<file path="src/rtl/twi_pkg.sv">
// Purpose: shared constants for the two-wire bus master controller
// Assumes: 10 MHz system clock
// Notes:   times in ns, cycle counts derived from the clock period
package twi_pkg;
  localparam int unsigned CLK_PERIOD_NS   = 100;
  localparam int unsigned SCL_LOW_NS      = 4700;
  localparam int unsigned SCL_HIGH_NS     = 4000;
  localparam int unsigned BUS_FREE_NS     = 4700;
  localparam int unsigned LOW_CYC         = (SCL_LOW_NS + CLK_PERIOD_NS - 1) / CLK_PERIOD_NS;
  localparam int unsigned HIGH_CYC        = (SCL_HIGH_NS + CLK_PERIOD_NS - 1) / CLK_PERIOD_NS;
  localparam int unsigned FREE_CYC        = (BUS_FREE_NS + CLK_PERIOD_NS - 1) / CLK_PERIOD_NS;
  localparam int unsigned BITS_PER_BYTE   = 8;
  localparam int unsigned FIFO_DEPTH      = 16;
  localparam logic [7:0]  GEN_CALL_ADDR   = 8'h00;
  localparam logic [1:0]  CMD_WRITE       = 2'h0;
  localparam logic [1:0]  CMD_READ        = 2'h1;
  localparam logic [1:0]  CMD_STOP        = 2'h2;
  localparam logic [1:0]  CMD_START       = 2'h3;
endpackage

</file>
<file path="src/rtl/twi_master.sv">
// Purpose: master controller driving a two-wire open-drain bus
// Assumes: 10 MHz clock, pull-ups on both lines, commands from local logic
// Notes:   commands are START, WRITE byte, READ byte (ack/nack), STOP
//
// Functional notes
// RULE_01 - sender keeps data line steady while clock line is high
// RULE_02 - data change during clock high mid-transfer aborts the transfer
// RULE_03 - sender changes data line only while clock line is low
// RULE_04 - start, bytes msb first with ack after eight bits, then stop
// RULE_05 - slave may hold clock low; master waits for real release
// RULE_06 - start is data falling while clock high, master only
// RULE_07 - stop is data rising while clock high, ends the transfer
// RULE_08 - bus busy from start until an interval after stop
// RULE_09 - received bytes become invalid once a stop is issued
// RULE_10 - repeated start allowed mid-transfer without a stop
// RULE_11 - ninth clock pulse is the ack; transmitter releases data
// RULE_12 - receiver pulls data low during ack pulse to accept
// RULE_13 - master receiver leaves last byte unacknowledged
// RULE_14 - full or busy receiver answers with negative acknowledge
// RULE_15 - seven address bits then direction bit, one means read
// RULE_16 - addressed device acknowledges and takes its direction role
// RULE_17 - general call uses address zero, second byte gives meaning
// RULE_18 - master aborts when sampled data differs from driven data
// RULE_19 - clock follows slowest master or stalling slave
// RULE_20 - master losing arbitration releases the bus at once
// RULE_21 - master starts, clocks and ends every transfer
// RULE_22 - lines are only pulled low or released, never driven high
`timescale 1ns/10ps
module twi_master #(
  parameter int unsigned FIFO_DEPTH = twi_pkg::FIFO_DEPTH
) (
  input  wire logic       i_clk,
  input  wire logic       i_rst_n,
  input  wire logic       i_ce,
  input  wire logic       i_cmd_valid,
  output logic            o_cmd_ready,
  input  wire logic [1:0] i_cmd,
  input  wire logic [7:0] i_cmd_data,
  input  wire logic       i_cmd_nack,
  output logic            o_rx_valid,
  input  wire logic       i_rx_ready,
  output logic      [7:0] o_rx_data,
  output logic            o_done,
  output logic            o_got_nack,
  output logic            o_arb_lost,
  output logic            o_bus_error,
  output logic            o_bus_busy,
  input  wire logic       i_scl,
  output logic            o_scl,
  output logic            o_scl_oe,
  input  wire logic       i_sda,
  output logic            o_sda,
  output logic            o_sda_oe
);
  // ---------------------------------------------------------------------
  // types and signals
  // ---------------------------------------------------------------------
  typedef enum logic [7:0] {
    ST_IDLE  = 8'h01,
    ST_START = 8'h02,
    ST_LOW   = 8'h04,
    ST_HIGH  = 8'h08,
    ST_STOP0 = 8'h10,
    ST_STOP1 = 8'h20,
    ST_RSTA  = 8'h40,
    ST_HOLD  = 8'h80
  } state_e;

  localparam int unsigned CW = 8;

  state_e        state_reg;
  logic [CW-1:0] cnt_reg;
  logic [3:0]    bit_reg;
  logic [7:0]    sh_reg;
  logic          rd_reg;
  logic          nack_reg;
  logic          own_reg;
  logic          sda_low_reg;
  logic          scl_low_reg;
  logic          scl_s;
  logic          sda_s;
  logic          scl_d_reg;
  logic          sda_d_reg;
  logic          start_det;
  logic          stop_det;
  logic          busy_reg;
  logic [CW-1:0] free_reg;
  logic          fifo_ready;
  logic          push;
  logic          flush;
  logic          cnt_done;
  logic          lose;
  logic          tx_phase;

  // ---------------------------------------------------------------------
  // pin sampling
  // ---------------------------------------------------------------------
  twi_sync u_sync_scl (
    .i_clk   (i_clk),
    .i_rst_n (i_rst_n),
    .i_ce    (i_ce),
    .i_d     (i_scl),
    .o_q     (scl_s)
  );

  twi_sync u_sync_sda (
    .i_clk   (i_clk),
    .i_rst_n (i_rst_n),
    .i_ce    (i_ce),
    .i_d     (i_sda),
    .o_q     (sda_s)
  );

  always_ff @(posedge i_clk or negedge i_rst_n) begin
    if (!i_rst_n) begin
      scl_d_reg <= 1'b1;
      sda_d_reg <= 1'b1;
    end else if (i_ce) begin
      scl_d_reg <= scl_s;
      sda_d_reg <= sda_s;
    end
  end

  // edge flops reset high like the idle lines, so release shows no false start
  assign start_det = scl_s && scl_d_reg && sda_d_reg && !sda_s;  // RULE_06
  assign stop_det  = scl_s && scl_d_reg && !sda_d_reg && sda_s;  // RULE_07

  // ---------------------------------------------------------------------
  // bus busy tracking
  // ---------------------------------------------------------------------
  // busy lingers a bus-free time after stop so a new start waits
  always_ff @(posedge i_clk or negedge i_rst_n) begin
    if (!i_rst_n) begin
      busy_reg <= 1'b0;
      free_reg <= '0;
    end else if (i_ce) begin
      if (start_det) begin
        busy_reg <= 1'b1;  // RULE_08
        free_reg <= '0;
      end else if (stop_det) begin
        free_reg <= CW'(twi_pkg::FREE_CYC);
      end else if (free_reg != '0) begin
        free_reg <= free_reg - 1'b1;
        if (free_reg == CW'(1)) busy_reg <= 1'b0;  // RULE_08
      end
    end
  end
  assign o_bus_busy = busy_reg || (free_reg != '0);

  // ---------------------------------------------------------------------
  // arbitration
  // ---------------------------------------------------------------------
  // only bits sent from this end are compared: the ack of a write and the
  // data bits of a read are driven from the far side
  assign tx_phase = rd_reg ? (bit_reg == 4'd8) : (bit_reg < 4'd8);
  assign lose     = state_reg == ST_HIGH && scl_s && !sda_low_reg && !sda_s && tx_phase;  // RULE_18

  // ---------------------------------------------------------------------
  // bit engine
  // ---------------------------------------------------------------------
  assign cnt_done    = (cnt_reg == '0);
  assign o_cmd_ready = (state_reg == ST_IDLE && !o_bus_busy) || state_reg == ST_HOLD;
  assign push  = state_reg == ST_HIGH && scl_s && cnt_done && rd_reg && bit_reg == 4'd8;
  assign flush = stop_det;  // RULE_09

  always_ff @(posedge i_clk or negedge i_rst_n) begin
    if (!i_rst_n) begin
      state_reg   <= ST_IDLE;
      cnt_reg     <= '0;
      bit_reg     <= '0;
      sh_reg      <= '0;
      rd_reg      <= 1'b0;
      nack_reg    <= 1'b0;
      own_reg     <= 1'b0;
      sda_low_reg <= 1'b0;
      scl_low_reg <= 1'b0;
      o_done      <= 1'b0;
      o_got_nack  <= 1'b0;
      o_arb_lost  <= 1'b0;
      o_bus_error <= 1'b0;
    end else if (i_ce) begin
      o_done      <= 1'b0;
      o_arb_lost  <= 1'b0;
      o_bus_error <= 1'b0;
      if (!own_reg) cnt_reg <= '0;
      else if (!cnt_done) cnt_reg <= cnt_reg - 1'b1;
      case (state_reg)
        ST_IDLE: begin
          if (i_cmd_valid && o_cmd_ready && i_cmd == twi_pkg::CMD_START) begin
            sda_low_reg <= 1'b1;  // RULE_06
            own_reg     <= 1'b1;
            cnt_reg     <= CW'(twi_pkg::HIGH_CYC);
            state_reg   <= ST_START;
          end
        end
        ST_START: begin
          if (cnt_done) begin
            scl_low_reg <= 1'b1;
            o_done      <= 1'b1;
            state_reg   <= ST_HOLD;  // RULE_21
          end
        end
        ST_HOLD: begin
          // clock held low between bytes while awaiting a command
          if (i_cmd_valid) begin
            cnt_reg <= CW'(twi_pkg::LOW_CYC);
            case (i_cmd)
              twi_pkg::CMD_WRITE: begin
                sh_reg    <= i_cmd_data;
                rd_reg    <= 1'b0;
                bit_reg   <= '0;
                state_reg <= ST_LOW;
              end
              twi_pkg::CMD_READ: begin
                sh_reg    <= '0;
                rd_reg    <= 1'b1;
                nack_reg  <= i_cmd_nack || !fifo_ready;  // RULE_13 RULE_14
                bit_reg   <= '0;
                state_reg <= ST_LOW;
              end
              twi_pkg::CMD_STOP: begin
                sda_low_reg <= 1'b1;
                state_reg   <= ST_STOP0;
              end
              default: begin
                sda_low_reg <= 1'b0;
                state_reg   <= ST_RSTA;  // RULE_10
              end
            endcase
          end
        end
        ST_LOW: begin
          // data bits change only here, with the clock pulled low
          if (cnt_reg == CW'(twi_pkg::LOW_CYC / 2)) begin
            if (bit_reg == 4'd8) begin
              sda_low_reg <= rd_reg && !nack_reg;  // RULE_11 RULE_12
            end else begin
              sda_low_reg <= !rd_reg && !sh_reg[7];  // RULE_03 RULE_04
            end
          end
          if (cnt_done) begin
            scl_low_reg <= 1'b0;  // RULE_22
            cnt_reg     <= CW'(twi_pkg::HIGH_CYC);
            state_reg   <= ST_HIGH;
          end
        end
        ST_HIGH: begin
          // hold the count until the line really rises
          if (!scl_s) cnt_reg <= CW'(twi_pkg::HIGH_CYC);  // RULE_05 RULE_19
          if (lose) begin
            own_reg     <= 1'b0;  // RULE_20
            sda_low_reg <= 1'b0;
            scl_low_reg <= 1'b0;
            o_arb_lost  <= 1'b1;
            state_reg   <= ST_IDLE;
          end else if (scl_s && (start_det || stop_det)) begin
            own_reg     <= 1'b0;  // RULE_02
            sda_low_reg <= 1'b0;
            scl_low_reg <= 1'b0;
            o_bus_error <= 1'b1;
            state_reg   <= ST_IDLE;
          end else if (scl_s && cnt_done) begin
            scl_low_reg <= 1'b1;  // RULE_01
            cnt_reg     <= CW'(twi_pkg::LOW_CYC);
            if (bit_reg == 4'd8) begin
              o_got_nack <= sda_s;  // RULE_12 RULE_16
              o_done     <= 1'b1;
              state_reg  <= ST_HOLD;
            end else begin
              sh_reg    <= {sh_reg[6:0], sda_s};
              bit_reg   <= bit_reg + 4'd1;
              state_reg <= ST_LOW;
            end
          end
        end
        ST_RSTA: begin
          // release data, raise clock, then pull data low
          if (scl_low_reg) begin
            if (cnt_done) begin
              scl_low_reg <= 1'b0;
              cnt_reg     <= CW'(twi_pkg::HIGH_CYC);
            end
          end else if (!scl_s) begin
            // a stretched clock must not eat the setup time of the new start
            cnt_reg <= CW'(twi_pkg::HIGH_CYC);  // RULE_05
          end else if (cnt_done) begin
            sda_low_reg <= 1'b1;  // RULE_06
            cnt_reg     <= CW'(twi_pkg::HIGH_CYC);
            state_reg   <= ST_START;
          end
        end
        ST_STOP0: begin
          if (cnt_done) begin
            scl_low_reg <= 1'b0;
            cnt_reg     <= CW'(twi_pkg::HIGH_CYC);
            state_reg   <= ST_STOP1;
          end
        end
        ST_STOP1: begin
          if (!scl_s) cnt_reg <= CW'(twi_pkg::HIGH_CYC);  // RULE_05
          else if (cnt_done) begin
            sda_low_reg <= 1'b0;  // RULE_07
            own_reg     <= 1'b0;
            o_done      <= 1'b1;
            state_reg   <= ST_IDLE;
          end
        end
        default: begin
          state_reg <= ST_IDLE;
        end
      endcase
    end
  end

  // ---------------------------------------------------------------------
  // receive buffer and pins
  // ---------------------------------------------------------------------
  // a full buffer forces a nack on the next read; the byte still clocked in is dropped unless room frees first
  twi_fifo #(
    .WIDTH (8),
    .DEPTH (FIFO_DEPTH)
  ) u_rx_fifo (
    .i_clk   (i_clk),
    .i_rst_n (i_rst_n),
    .i_ce    (i_ce),
    .i_flush (flush),
    .i_valid (push),
    .o_ready (fifo_ready),
    .i_data  (sh_reg),
    .o_valid (o_rx_valid),
    .i_ready (i_rx_ready),
    .o_data  (o_rx_data)
  );

  assign o_scl    = 1'b0;  // RULE_22
  assign o_sda    = 1'b0;  // RULE_22
  assign o_scl_oe = scl_low_reg;
  assign o_sda_oe = sda_low_reg;

  // general call is just a write of the zero address byte; no special path
  // RULE_15 RULE_17: address byte is formed by the user as {addr7, rw}
endmodule

</file>
<file path="src/rtl/twi_sync.sv">
// Purpose: two-flop synchroniser for pin inputs
// Assumes: async input, active low reset
// Notes:   reset value is high, matching an idle pulled-up line
`timescale 1ns/10ps
module twi_sync (
  input  wire logic i_clk,
  input  wire logic i_rst_n,
  input  wire logic i_ce,
  input  wire logic i_d,
  output logic      o_q
);
  logic meta_reg;

  always_ff @(posedge i_clk or negedge i_rst_n) begin
    if (!i_rst_n) begin
      meta_reg <= 1'b1;
      o_q      <= 1'b1;
    end else if (i_ce) begin
      meta_reg <= i_d;
      o_q      <= meta_reg;
    end
  end
endmodule

</file>
<file path="src/rtl/twi_fifo.sv">
// Purpose: synchronous fifo for received bytes
// Assumes: single clock domain
// Notes:   depth must be a power of two
`timescale 1ns/10ps
module twi_fifo #(
  parameter int unsigned WIDTH = 8,
  parameter int unsigned DEPTH = 16
) (
  input  wire logic             i_clk,
  input  wire logic             i_rst_n,
  input  wire logic             i_ce,
  input  wire logic             i_flush,
  input  wire logic             i_valid,
  output logic                  o_ready,
  input  wire logic [WIDTH-1:0] i_data,
  output logic                  o_valid,
  input  wire logic             i_ready,
  output logic      [WIDTH-1:0] o_data
);
  localparam int unsigned AW = $clog2(DEPTH);
  logic [WIDTH-1:0] mem [DEPTH];
  logic [AW:0]      wr_reg;
  logic [AW:0]      rd_reg;
  logic             push;
  logic             pop;

  assign o_ready = (wr_reg - rd_reg) != (AW+1)'(DEPTH);
  assign o_valid = wr_reg != rd_reg;
  assign push    = i_valid && o_ready;
  assign pop     = o_valid && i_ready;
  assign o_data  = mem[rd_reg[AW-1:0]];

  always_ff @(posedge i_clk) begin
    if (i_ce && push) begin
      mem[wr_reg[AW-1:0]] <= i_data;
    end
  end

  always_ff @(posedge i_clk or negedge i_rst_n) begin
    if (!i_rst_n) begin
      wr_reg <= '0;
      rd_reg <= '0;
    end else if (i_ce) begin
      if (i_flush) begin
        wr_reg <= '0;
        rd_reg <= '0;
      end else begin
        if (push) wr_reg <= wr_reg + 1'b1;
        if (pop)  rd_reg <= rd_reg + 1'b1;
      end
    end
  end
endmodule

</file>
<file path="config.mk">
export PLATFORM = sky130hd
export DESIGN_NAME = twi_master
export DESIGN_NICKNAME = d
export VERILOG_FILES = /design/src/rtl/twi_pkg.sv /design/src/rtl/twi_master.sv /design/src/rtl/twi_sync.sv /design/src/rtl/twi_fifo.sv
export SDC_FILE = /design/constraint.sdc
export NUM_CORES = 1
export LEC_CHECK = 0
export ABC_AREA = 1
export ABC_CLOCK_PERIOD_IN_PS = 4300
export BUFFER_PORTS_ARGS = -buffer_cell sky130_fd_sc_hd__buf_2
export CORE_MARGIN = 5
export CORE_UTILIZATION = 25
export CTS_BUF_LIST = sky130_fd_sc_hd__clkbuf_4 sky130_fd_sc_hd__clkbuf_8
export CTS_CLUSTER_SIZE = 14
export DETAILED_ROUTE_END_ITERATION = 16
export PLACE_DENSITY = 0.48
export SETUP_SLACK_MARGIN = 0.4
export SLEW_MARGIN = 20
export SYNTH_ARGS = -nofsm -noshare
export SYNTH_HDL_FRONTEND = slang
export SYNTH_SLANG_ARGS = --single-unit
</file>
<file path="constraint.sdc">
create_clock -name i_clk -period 4.3 [get_ports i_clk]
set_input_delay 0.86 -clock i_clk [delete_from_list [all_inputs] [get_ports i_clk]]
set_output_delay 0.86 -clock i_clk [all_outputs]
set_load 0.02 [all_outputs]
</file>
==> metrics.cfg <==
[outcome]
outcome = finished clean

[critical_path]
path_max_fanout = 36
startpoint_type = flip-flop
worstPathArrival_ps = 2740
cp_data_required_time_ps = 3440
endpoint_kind = output port
critical_path_class = reg -> out

[drt]
routed_wl_um = 24600
drt_iter0_drc = 508
dr.pass1.iters = 5
drt-wirelength-per-cell_um = 16.6
final_antenna_net_count = 0
num_vias = 6911
viasPerCell = 4.66
drcViolationCount = 0

[job]
timing.max_cap.violations = 0

[synthesis]
synth_top_area_share = 0.417
ys_top_cells_by_area = edfxtp_1, dfrtp_1, nand2_1
yosys_warnings = 0
syn_area_per_cell_um2 = 9.58
syn_area_um2 = 9210
ys_ff_latch = 190
syn_inst = 961
synth.yosys.seq_area_share = 0.587
yosysTopAreaCell = edfxtp_1
synth_cell_types = 38

[power_and_ir_drop]
power.internal_mw = 3.63
p_clk_frac = 0.195
power_density_nw_per_um2 = 619
share_comb_of_total_power = 0.382
switching_share = 0.436
p_sw_mw = 2.81
ir_worst_vdd_v = 0.000304
p_leak_nw = 4.20
power_frac_seq = 0.424

[global_route]
grt_pass1_wl_um = 38600
grt_pass1_vias = 6729
grt_start_max_net_pins = 43
antenna_found_initial = 0
grt.total_usage = 0.120
grt-ovfl-total = 0

[sta]
finalSetupViolCount = 0
hold_violations = 0
fin_skew_ps = 15.2
worst_pin_slew_ps = 827
relSlewSlack = 0.449
fin_crit_ps = 3600
timing.final.crit_share = 0.837
rsz0062_at_grt = false
fin_tns_setup_ps = 0
drv_slew = 0
fmax_mhz = 278

[floorplanning]
num_rows = 70
design.die.area_um2 = 40800
io_pins = 37
die_w_um = 202
die_h_um = 202
start_util = 0.252
core_area_um2 = 36500

[clock_network]
root_buffer = clkbuf_8
ctsHoldBuffers = 0
path_clk_slew_ps = 110
cts_made_buffers = 17
cts.sinks = 190
cts-resized-gates = 0
clkLatencyLatePin_ps = 470
cts_tree = yes
cts_max_level = 4
cts_setup_buffers = 0
clk_path_buf_depth = 2

[finish]
mostFrequentLayoutCell = nand2_1
multiInputGateArea_um2 = 3320
fillers = 3875
drive_above_1_share = 0.129
seq_area_um2 = 5410
syn2layout_area_growth_pct = 13.0
antenna_cells = 0
nets = 1037
layout_common_cells = nand2_1, nor2_1, edfxtp_1, o21ai_0, inv_1
largest_reg_flops = 128
fin_util = 0.285

[place]
routabilityCongestion = 0.906
io_buffers = 34
place_hpwl_um = 16900

[hold_path]
hold_path.class = in -> async

## critical path: stages, from the launching register on
cell	delay (ps)
dfrtp_2	600
inv_2	510
buf_12	260
o21ai_0	90
o221ai_1	260
nand3_1	180
nand2_1	140
buf_2	170
## worst paths after layout
path                       depth (start not counted)  slack (ps)                    to                 from
hold reg to reg                                    2         470   u_sync_sda.meta_reg  u_sync_sda.meta_reg
setup / recovery                                   7         700          o_rx_data[1]  u_rx_fifo.rd_reg[0]
hold / removal                                     1         450            cnt_reg[7]              i_rst_n
min in group i_clk                                 2         470   u_sync_sda.meta_reg  u_sync_sda.meta_reg
setup reg to reg                                  10        1190  u_rx_fifo.mem[10][7]  u_rx_fifo.rd_reg[2]
max in group asynchronous                          2        3010             sda_d_reg              i_rst_n
## synthesized netlist by cell type (all sizes together)
master and instances:
nor3 31, clkbuf 29, buf 6, nor2 142
nand4 9, a31oi 2, o22ai 10, dfstp 7
nand3b 2, nand2 192, o21bai 3, nand3 49
a21oi 19, a32o 1, inv 87, xnor2 5
and3 1, edfxtp 128, ha 17, a22oi 2
conb 1, o221ai 24, o21ai 122, o211ai 8
dfrtp 55, clkinv 1, xor2 8
## stage by stage
stage / instances / worst slack, ps / hold slack, ps / total power, mW / area [um2]
6_report: 1483 / 702 / 452 / 6.44 / 10400
3_5_place_dp: 1451 / 1210 / 455 / 5.23 / 9990
2_1_floorplan: 962 / 1460 / 444 / 4.36 / 9210
4_1_cts: 1483 / 666 / 457 / 6.49 / 10400
5_1_grt: 1483 / 505 / 488 / 6.91 / 10400
3_3_place_gp: 1451 / 1180 / 454 / 5.24 / 9990
## final cells by class
type	instances	area share
inverters	88	0.0317
flip-flops and latches	190	0.519
multi-input cells	649	0.319
repair buffers	56	0.0334
clock buffers	18	0.0232
well taps	468	0.0563
clock inverters	14	0.0167
## cell families (layout without fill, tap and decap cells)
family,count (synthesis),after routing,synth area share
DFF,190,190,0.587
buffers and inverters,123,176,0.0529
and+or+nand+nor,426,426,0.202
adders and majority gates,17,17,0.0231
AOI/OAI and AO/OA,191,191,0.123
xor gates and xnor gates,13,13,0.0124
other,1,2,0.000407
## power groups by stage
stage | Combinational [mW] | Sequential [mW] | Clock, mW
3_3_place_gp | 2.47 | 2.76 | 0
2_1_floorplan | 1.79 | 2.57 | 0
3_5_place_dp | 2.47 | 2.77 | 0
5_1_grt | 2.77 | 2.78 | 1.37
4_1_cts | 2.48 | 2.73 | 1.28
6_report | 2.46 | 2.73 | 1.25
## routing by layer
metal,routed length (um),vias to the layer above,GRT usage
met5,0,-,0
met4,345,0,0.0305
met3,1010,21,0.0193
met2,11100,151,0.185
met1,12200,3357,0.177
li1,-,3382,-
Note: power is estimated with default switching activity, not from simulation.
